--- src/logic/bmd_pkg.sv ---
/*
  Package for the buffer manager drop statistics and discard table block:
  register indices, field positions, reset values, timing constants, carriers.
  Assumes a 32-bit Avalon-MM slave whose word address is the register index.
*/
package bmd_pkg;

  // ---------------------------------------------------------------
  // Register map (word indices, byte address = 4 * index)
  // ---------------------------------------------------------------
  localparam logic [12:0] BMD_IDX_PORT1_DROP = 13'h 1c06;
  localparam logic [12:0] BMD_IDX_PORT2_DROP = 13'h 1c07;
  localparam logic [12:0] BMD_IDX_INIT_STATUS = 13'h 1c08;
  localparam logic [12:0] BMD_IDX_TABLE_CMD = 13'h 1c09;
  localparam logic [12:0] BMD_IDX_TABLE_WDATA = 13'h 1c0a;
  localparam logic [12:0] BMD_IDX_TABLE_RDATA = 13'h 1c0b;
  localparam logic [12:0] BMD_IDX_BASE = 13'h 1c00;
  localparam int BMD_ADDR_W = 15;

  // ---------------------------------------------------------------
  // Fields and reset values
  // ---------------------------------------------------------------
  localparam int BMD_CMD_DIR_BIT = 4;
  localparam int BMD_CMD_IDX_MSB = 3;
  localparam int BMD_PROB_W = 10;
  localparam int BMD_TABLE_DEPTH = 16;
  localparam int BMD_READY_BIT = 0;
  localparam logic [31:0] BMD_CNT_RESET = 32'h 0000_0000;
  localparam logic [31:0] BMD_CNT_MAX = 32'h ffff_ffff;
  localparam logic [4:0] BMD_CMD_RESET = 5'h 00;
  localparam logic [9:0] BMD_PROB_RESET = 10'h 000;

  // ---------------------------------------------------------------
  // Timing: table initialisation counts BMD_INIT_CYCLES core clock cycles
  // ---------------------------------------------------------------
  localparam int BMD_CLK_PERIOD_PS = 5000;
  localparam int BMD_INIT_CYCLES = 64;
  localparam logic [6:0] BMD_INIT_COUNT = 7'(BMD_INIT_CYCLES);

  // ---------------------------------------------------------------
  // Carriers
  // ---------------------------------------------------------------
  typedef struct packed {
    logic [BMD_ADDR_W-1:0] address;
    logic read;
    logic write;
    logic [31:0] writedata;
  } bmd_req_t;

  typedef struct packed {
    logic buffer_full;   // Dropped for lack of buffer space
    logic meter_red;     // Dropped as red by the ingress meter
    logic meter_yellow;  // Dropped as random yellow discard
  } bmd_drop_t;

  typedef enum logic [1:0] {
    BMD_ST_INIT = 2'b00,
    BMD_ST_READY = 2'b01
  } bmd_state_t;

endpackage : bmd_pkg

--- src/logic/bmd_drop_counter.sv ---
/*
  One saturating clear-on-read drop counter.
  Assumes drop events and the clear strobe are on the core clock.
*/
`timescale 1ns/1ps
module bmd_drop_counter
  import bmd_pkg::*;
(
  input wire logic clock,
  input wire logic arst_n,
  input wire bmd_drop_t drop,
  input wire logic clear,
  output logic [31:0] count
);

  // ---------------------------------------------------------------
  // Counting
  // ---------------------------------------------------------------
  // Any drop cause counts once per event
  wire logic hit = drop.buffer_full | drop.meter_red | drop.meter_yellow;
  wire logic at_max = (count == BMD_CNT_MAX);
  // A drop in the read cycle is kept as the new count of one
  wire logic [31:0] next_count = clear ? {31'h 0, hit} :
                                 (hit && !at_max) ? count + 32'h 1 : count;

  // Counter register
  always_ff @(posedge clock or negedge arst_n) begin
    if (!arst_n) begin
      count <= BMD_CNT_RESET;
    end else begin
      count <= next_count;
    end
  end
endmodule : bmd_drop_counter

--- src/logic/bmd_weight_table.sv ---
/*
  Sixteen-entry random discard weight store with one write port and two read ports.
  Assumes index and data are stable for the cycle of the strobe.
*/
`timescale 1ns/1ps
module bmd_weight_table
  import bmd_pkg::*;
(
  input wire logic clock,
  input wire logic write_en,
  input wire logic [3:0] write_index,
  input wire logic [9:0] write_prob,
  input wire logic [3:0] read_index,
  output logic [9:0] read_prob,
  input wire logic [3:0] usage_index,
  output logic [9:0] usage_prob
);

  // ---------------------------------------------------------------
  // Storage, not reset: software loads every entry
  // ---------------------------------------------------------------
  logic [BMD_PROB_W-1:0] entry [BMD_TABLE_DEPTH];

  // Write port
  always_ff @(posedge clock) begin
    if (write_en) begin
      entry[write_index] <= write_prob;
    end
  end

  // Read ports
  assign read_prob = entry[read_index];
  assign usage_prob = entry[usage_index];

endmodule : bmd_weight_table

--- src/logic/bmd_regs.sv ---
/*
  Register bank of the buffer manager: port 1 and port 2 drop counters,
  initialisation ready flag and the indirect random discard weight table.
  Assumes an Avalon-MM master on the core clock and drop strobes and
  buffer usage from the buffer manager datapath on the same clock.
*/
`timescale 1ns/1ps
// Function
// Count port 1 drops in 32 bits
// Count port 2 drops in 32 bits
// Count buffer, red and yellow drops
// Read returns count and clears; reset zero
// Counters saturate at all ones
// Fabric reset starts table initialisation
// Ready flag zero after reset, self-sets
// Command write launches one table access; code ignores write-direction commands until the ready flag is set
// Bit 4 selects read one, write zero
// Bits 3:0 choose one of sixteen entries
// Entry index follows buffer usage bands
// Read command loads entry into read data
// Host loads write data before command
// Entries hold ten-bit probability per 1024
// Host initialises table; reset does not
// Read data holds until next read
module bmd_regs
  import bmd_pkg::*;
(
  input wire logic clock,
  input wire logic arst_n,
  input wire logic [BMD_ADDR_W-1:0] avs_address,
  input wire logic avs_read,
  input wire logic avs_write,
  input wire logic [3:0] avs_byteenable,
  input wire logic [31:0] avs_writedata,
  output logic [31:0] avs_readdata,
  output logic avs_waitrequest,
  output logic [1:0] avs_response,
  input wire bmd_drop_t port1_drop,
  input wire bmd_drop_t port2_drop,
  input wire logic [7:0] port_buffer_usage,
  output logic [9:0] usage_discard_prob,
  output logic tables_initialised_flag
);

  // ---------------------------------------------------------------
  // Bus request decode
  // ---------------------------------------------------------------
  bmd_req_t req;
  logic accepted;
  logic [31:0] read_word;
  logic [31:0] port1_count;
  logic [31:0] port2_count;
  logic [4:0] discard_table_command;
  logic [9:0] discard_table_write_data;
  logic [9:0] discard_table_read_data;
  logic [9:0] table_read_prob;
  logic [6:0] init_count;
  bmd_state_t state;
  bmd_state_t next_state;

  // Request fields gathered into one carrier
  assign req.address = avs_address;
  assign req.read = avs_read;
  assign req.write = avs_write;
  assign req.writedata = avs_writedata;

  // Byte address over four gives the register index
  wire logic [12:0] word_index = req.address[BMD_ADDR_W-1:2];
  wire logic aligned = (req.address[1:0] == 2'h 0);
  wire logic sel_p1 = aligned && (word_index == BMD_IDX_PORT1_DROP);
  wire logic sel_p2 = aligned && (word_index == BMD_IDX_PORT2_DROP);
  wire logic sel_status = aligned && (word_index == BMD_IDX_INIT_STATUS);
  wire logic sel_cmd = aligned && (word_index == BMD_IDX_TABLE_CMD);
  wire logic sel_wdata = aligned && (word_index == BMD_IDX_TABLE_WDATA);
  wire logic sel_rdata = aligned && (word_index == BMD_IDX_TABLE_RDATA);
  wire logic mapped = sel_p1 | sel_p2 | sel_status | sel_cmd | sel_wdata | sel_rdata;

  // Each request is answered one cycle after it is seen
  wire logic request = (req.read | req.write) && !accepted;
  wire logic do_read = request && req.read;
  wire logic do_write = request && req.write && !req.read;
  wire logic full_word = (avs_byteenable == 4'h f);

  // Side effects of accepted accesses
  wire logic clr_p1 = do_read && sel_p1;
  wire logic clr_p2 = do_read && sel_p2;
  wire logic wr_cmd = do_write && sel_cmd && full_word;
  wire logic wr_wdata = do_write && sel_wdata && full_word;
  wire logic cmd_is_read = req.writedata[BMD_CMD_DIR_BIT];
  wire logic [3:0] cmd_index = req.writedata[BMD_CMD_IDX_MSB:0];
  wire logic table_write = wr_cmd && !cmd_is_read && (state == BMD_ST_READY);
  wire logic table_read = wr_cmd && cmd_is_read;

  // ---------------------------------------------------------------
  // Drop counters
  // ---------------------------------------------------------------
  bmd_drop_counter u_port1_counter (
    .clock(clock),
    .arst_n(arst_n),
    .drop(port1_drop),
    .clear(clr_p1),
    .count(port1_count)
  );

  bmd_drop_counter u_port2_counter (
    .clock(clock),
    .arst_n(arst_n),
    .drop(port2_drop),
    .clear(clr_p2),
    .count(port2_count)
  );

  // ---------------------------------------------------------------
  // Weight table and usage band lookup
  // ---------------------------------------------------------------
  // Bands of 8 up to 63, of 16 up to 127, of 32 up to 255
  wire logic [3:0] usage_index =
    (port_buffer_usage < 8'h 40) ? {1'b0, port_buffer_usage[5:3]} :
    (port_buffer_usage < 8'h 80) ? {2'b10, port_buffer_usage[5:4]} :
                                   {2'b11, port_buffer_usage[6:5]};
  wire logic [9:0] usage_prob_raw;
  wire logic [9:0] next_usage_prob = (state == BMD_ST_READY) ? usage_prob_raw : BMD_PROB_RESET;

  bmd_weight_table u_weight_table (
    .clock(clock),
    .write_en(table_write),
    .write_index(cmd_index),
    .write_prob(discard_table_write_data),
    .read_index(cmd_index),
    .read_prob(table_read_prob),
    .usage_index(usage_index),
    .usage_prob(usage_prob_raw)
  );

  // ---------------------------------------------------------------
  // Initialisation after fabric reset
  // ---------------------------------------------------------------
  // Count up to BMD_INIT_COUNT cycles, then declare ready
  always_comb begin
    case (state)
      BMD_ST_INIT: next_state = (init_count == BMD_INIT_COUNT) ? BMD_ST_READY : BMD_ST_INIT;
      BMD_ST_READY: next_state = BMD_ST_READY;
      default: next_state = BMD_ST_INIT;
    endcase
  end

  wire logic [6:0] next_init_count = (state == BMD_ST_INIT) ? init_count + 7'h 1 : init_count;

  // Init sequencer state
  always_ff @(posedge clock or negedge arst_n) begin
    if (!arst_n) begin
      state <= BMD_ST_INIT;
      init_count <= 7'h 00;
    end else begin
      state <= next_state;
      init_count <= next_init_count;
    end
  end

  assign tables_initialised_flag = (state == BMD_ST_READY);

  // Cycles since reset release, watched by the ready timing check
  logic [7:0] since_reset;
  wire logic [7:0] next_since_reset =
    (since_reset == 8'h ff) ? since_reset : since_reset + 8'h 01;

  // Free-running, stops at its top value
  always_ff @(posedge clock or negedge arst_n) begin
    if (!arst_n) begin
      since_reset <= 8'h 00;
    end else begin
      since_reset <= next_since_reset;
    end
  end

  // ---------------------------------------------------------------
  // Software-visible registers
  // ---------------------------------------------------------------
  // Command, write data and read data holding registers
  always_ff @(posedge clock or negedge arst_n) begin
    if (!arst_n) begin
      discard_table_command <= BMD_CMD_RESET;
      discard_table_write_data <= BMD_PROB_RESET;
      discard_table_read_data <= BMD_PROB_RESET;
    end else begin
      if (wr_cmd) begin
        discard_table_command <= req.writedata[BMD_CMD_DIR_BIT:0];
      end
      if (wr_wdata) begin
        discard_table_write_data <= req.writedata[BMD_PROB_W-1:0];
      end
      if (table_read) begin
        discard_table_read_data <= table_read_prob;
      end
    end
  end

  // Read multiplexer
  assign read_word =
    sel_p1 ? port1_count :
    sel_p2 ? port2_count :
    sel_status ? {31'h 0, tables_initialised_flag} :
    sel_cmd ? {27'h 0, discard_table_command} :
    sel_wdata ? {22'h 0, discard_table_write_data} :
    sel_rdata ? {22'h 0, discard_table_read_data} : 32'h 0;

  // Answer registers
  always_ff @(posedge clock or negedge arst_n) begin
    if (!arst_n) begin
      accepted <= 1'b0;
      avs_readdata <= 32'h 0;
      avs_response <= 2'h 0;
      usage_discard_prob <= BMD_PROB_RESET;
    end else begin
      accepted <= request;
      usage_discard_prob <= next_usage_prob;
      if (do_read) begin
        avs_readdata <= read_word;
      end
      if (request) begin
        avs_response <= mapped ? 2'h 0 : 2'h 3;
      end
    end
  end

  // Hold waitrequest until the registered answer stands
  assign avs_waitrequest = (avs_read | avs_write) && !accepted;
endmodule : bmd_regs

--- config.mk ---
export PLATFORM = sky130hd
export DESIGN_NAME = bmd_regs
export DESIGN_NICKNAME = d
export VERILOG_FILES = /design/src/logic/bmd_pkg.sv /design/src/logic/bmd_drop_counter.sv /design/src/logic/bmd_weight_table.sv /design/src/logic/bmd_regs.sv
export SDC_FILE = /design/constraint.sdc
export NUM_CORES = 1
export LEC_CHECK = 0
export ABC_AREA = 1
export CORE_ASPECT_RATIO = 1.75
export CORE_MARGIN = 2
export CORE_UTILIZATION = 54
export DETAILED_ROUTE_END_ITERATION = 10
export DONT_BUFFER_PORTS = 1
export HOLD_SLACK_MARGIN = 0.15
export PLACE_DENSITY = 0.8
export SLEW_MARGIN = 15
export SYNTH_ARGS = -nofsm -noshare
export SYNTH_HDL_FRONTEND = slang
export SYNTH_SLANG_ARGS = --single-unit
--- constraint.sdc ---
create_clock -name clock -period 5.95 [get_ports clock]
set_clock_uncertainty 0.2 [all_clocks]
set_input_delay 0.2975 -clock clock [delete_from_list [all_inputs] [get_ports clock]]
set_output_delay 0.2975 -clock clock [all_outputs]
set_load 0.05 [all_outputs]
==> run_results.csv <==
group,metric,value,unit
synth,ys_types,40,
placement,port_buffers,0,
global_route,grt_max_degree,142,
global_route,gr-usage-all-layers,0.3185,
cts,post_cts_buffers,0,
placement,dp_hpwl,31940,um
setup_path,r2r_end,"u_port1_counter.count[30]$_DFFE_PN0P_",
power_and_ir_drop,p_int,0.003523,W
synth,synth.area.mux_share,0.003559,
cts,cts_tree,"yes",
cts,root_buffer,"clkbuf_16",
synth,dominantRegCellSynth,"edfxtp_1",
synth,synth_xor_xnor_area_share,0.01384,
route,viasPerCell,6.274,
cts,clk_latency,0.57,ns
sta,fmax,243.3,MHz
setup_path,worstPathRequired,6.19,ns
sta,timing.slew.headroom,0.1643,
setup_path,start_kind,"flop",
job,drv_cap,0,
synth,synth_top_family_by_area,"simple AND/OR/NAND/NOR gates",
floorplanning,dieHeight,230.4,um
sta,setup_tns,0,ns
route,drt-total-wl,48480,um
power_and_ir_drop,power_density,280.0,nW/um^2
synth,ys_top_cells_by_count,"nand2_1, nand3_1, edfxtp_1, nor2_1, dfrtp_1",
cts,numCtsBuffers,28,
global_route,grt_use_met3,0.05578,
global_route,grt_pass1_wl,76760,um
global_route,globalRouteOverflowTotal,0,
sta,rsz0062_at_grt,"no",
route,post_drt_wl_per_cell,21.29,um
sta,hold_viol,0,
route,drt_iter0_markers,1411,
synth,yosys.area_share.simple,0.3039,
sta,slew_viol_final,0,
synth,async_reset_ff_frac,0.4684,
sta,post-route-period-util,0.6908,
setup_path,r2r_start,"accepted$_DFF_PN0_",
floorplanning,ios,115,
synth,synthCells,1875,
cells_and_area,drive_above_1_share,0.06372,
sta,worst_pin_slew,1.249,ns
global_route,antenna_found_initial,0,
synth,synth-compound-area-share,0.08621,
synth,yosys.area_share.adder,0.003164,
setup_path,cp.arrival,4.35,ns
synth,yosysTopAreaCellShare,0.3037,
cts,cts_max_path_buffers,3,
synth,synth_top_area_cell,"edfxtp_1",
floorplanning,coreArea,28730,sq um
power_and_ir_drop,irDropWorstVdd,260.3,uV
floorplanning,floorplan.initialDensity,0.5507,
global_route,top_usage_layer,"met2",
synth,synth_edf_count,160,
power_and_ir_drop,p_sw_frac,0.2820,
power_and_ir_drop,netSwitchingPower,0.001384,W
sta,setup_violations,0,
cts,h-tree-depth,1,
cts,cts.clk_slew.worst_paths,0.07,ns
setup_path,cp_max_fo,39,
route,first_pass_iters,6,
cells_and_area,fin_nets,1950,
route,ant_nets,0,
global_route,gr-usage-met1,0.3332,
min_path,hold_class,"primary input to asynchronous set/reset pin",
cts,cts-resized-gates,0,
placement,routabilityCongestion,0.9157,
setup_path,r2r_cells,9,
synth,syn_avg_cell_area,8.437,sq um
synth,synthesis.nets,1948,
power_and_ir_drop,p_seq_frac,0.493,
synth,synth_most_common_cell,"nand2_1",
synth,yosys-top-cells-area,"edfxtp_1, dfrtp_1, nand2_1",
cells_and_area,area_delta_synth_final,10.79,%
synth,yosysWarnings,0,
power_and_ir_drop,power.share.clock,0.379,
power_and_ir_drop,combPwrFrac,0.128,
setup_path,crit_type,"flop to flop",
global_route,grt_pass1_vias,14610,
floorplanning,die_area,30730,sq um
route,drc_errors,0,
power_and_ir_drop,p_leak,7.513,nW
cells_and_area,antenna_cells,0,
global_route,met2_usage,0.5612,
synth,synth_area,15820,sq um
cts,cts_sinks,301,
synth,synth_seq_cells,301,
setup_path,crit_path_end_kind,"flop",
status,status,"completed",
synth,synth_sequential_area_ratio,0.5268,
sta,period_needed,4.110,ns
route,vias,14290,
floorplanning,rows,82,
power_and_ir_drop,power.total,0.004907,W
floorplanning,dieWidth,133.4,um
setup_path,r2r_slack,1.84,ns
-- sequential cells by signal (all words and copies together) (netlist names) --
name,cells
discard_table_write_data,10
avs_response,1
u_port2_counter.count,32
discard_table_read_data,10
avs_readdata,32
state,1
usage_discard_prob,10
init_count,7
accepted,1
u_port1_counter.count,32
discard_table_command,5
u_weight_table.entry,160
-- critical path, stage by stage (launching register included) --
cell,delay [ns]
dfrtp_1,0.40
a21oi_2,0.52
nand2_1,0.11
buf_4,0.29
inv_2,0.47
nand3_2,0.59
nand2_1,0.91
inv_1,0.27
nand2_1,0.13
nand2_1,0.06
-- kinds of logic after synthesis --
group	count (synthesis)
AND/OR/NAND/NOR	1076
multiplexers	5
flip-flops	301
XOR/XNOR	25
adder cells (fa/ha/maj)	4
buffers and inverters	247
AO/OA/AOI/OAI	217
-- metrics by stage --
step	worst slack, ns	std cells	hold slack (ns)	instance area (sq um)	utilization
2_1_floorplan	3.390	1875	-0.1981	15820	-
3_3_place_gp	1.912	2176	-0.1933	16050	0.5588
3_5_place_dp	1.879	2176	-0.1942	16050	0.5588
4_1_cts	1.915	2277	0.1587	17510	0.6096
5_1_grt	1.539	2277	0.1999	17530	0.6101
6_report	1.840	2277	0.1762	17530	0.6101
-- power groups by stage --
stage / Sequential (W) / Clock (W) / Combinational, W
after detailed placement: 0.00246 / 0 / 0.000571
after global routing: 0.00243 / 0.00196 / 0.000689
after global placement: 0.00245 / 0 / 0.000552
after floorplan: 0.00240 / 0 / 0.000433
after CTS: 0.00241 / 0.00188 / 0.000616
final: 0.00242 / 0.00186 / 0.000628
-- final cells by class --
cell class                      instances  area (sq um)
Tap cell                              378         473.0
Inverter                              153         579.3
Clock buffer                           40         837.1
Fill cell                            2414         11200
Sequential cell                       301          8333
Timing Repair Buffer                   66         648.1
Clock inverter                         12         116.4
Multi-Input combinational cell       1327          6539
-- what timing repair did --
| action | in CTS | in global routing |
|---|---|---|
| hold endpoints to repair | 239 | 0 |
| hold buffers | 49 | 0 |
| setup endpoints to repair | 0 | 0 |
-- worst max-delay path by stage --
stage	from	endpoint	slack (ns)	depth (start not counted)
2_1_floorplan	state[0]$_DFF_PN0_	u_weight_table.entry[15][0]$_DFFE_PP_	3.39	4
3_3_place_gp	accepted$_DFF_PN0_	u_port1_counter.count[25]$_DFFE_PN0P_	1.91	9
3_5_place_dp	accepted$_DFF_PN0_	u_port1_counter.count[30]$_DFFE_PN0P_	1.88	9
4_1_cts	accepted$_DFF_PN0_	u_port1_counter.count[30]$_DFFE_PN0P_	1.91	9
5_1_grt	accepted$_DFF_PN0_	u_port1_counter.count[25]$_DFFE_PN0P_	1.54	9
6_report	accepted$_DFF_PN0_	u_port1_counter.count[30]$_DFFE_PN0P_	1.84	9
-- routing by layer --
metal / vias up / share of wire
li1: 6480 / -
met1: 6696 / 0.33
met2: 851 / 0.51
met3: 259 / 0.082
met4: 0 / 0.085
met5: - / 0
-- placed cells by master, fill, tap and decap left out, drive strengths merged --
cell type,netlist,final
nand3,217,217
xor2,23,23
inv,151,152
xnor2,2,2
o211ai,20,20
nand4,129,129
a21boi,1,1
edfxtp,160,160
or2,7,7
a21oi,19,19
nor4,1,1
a21o,6,6
clkinv,2,10
dlygate4sd3,0,48
nand2,517,517
and3,2,2
buf,32,18
nor2,160,160
dfrtp,141,141
clkinvlp,0,1
or3,2,2
nand3b,5,5
a22oi,80,80
o31ai,1,1
mux2,5,5
bufinv,0,2
o21ai,90,90
nor3,36,36
clkbuf,62,40
ha,4,4
(Power assumes the default switching activity.)
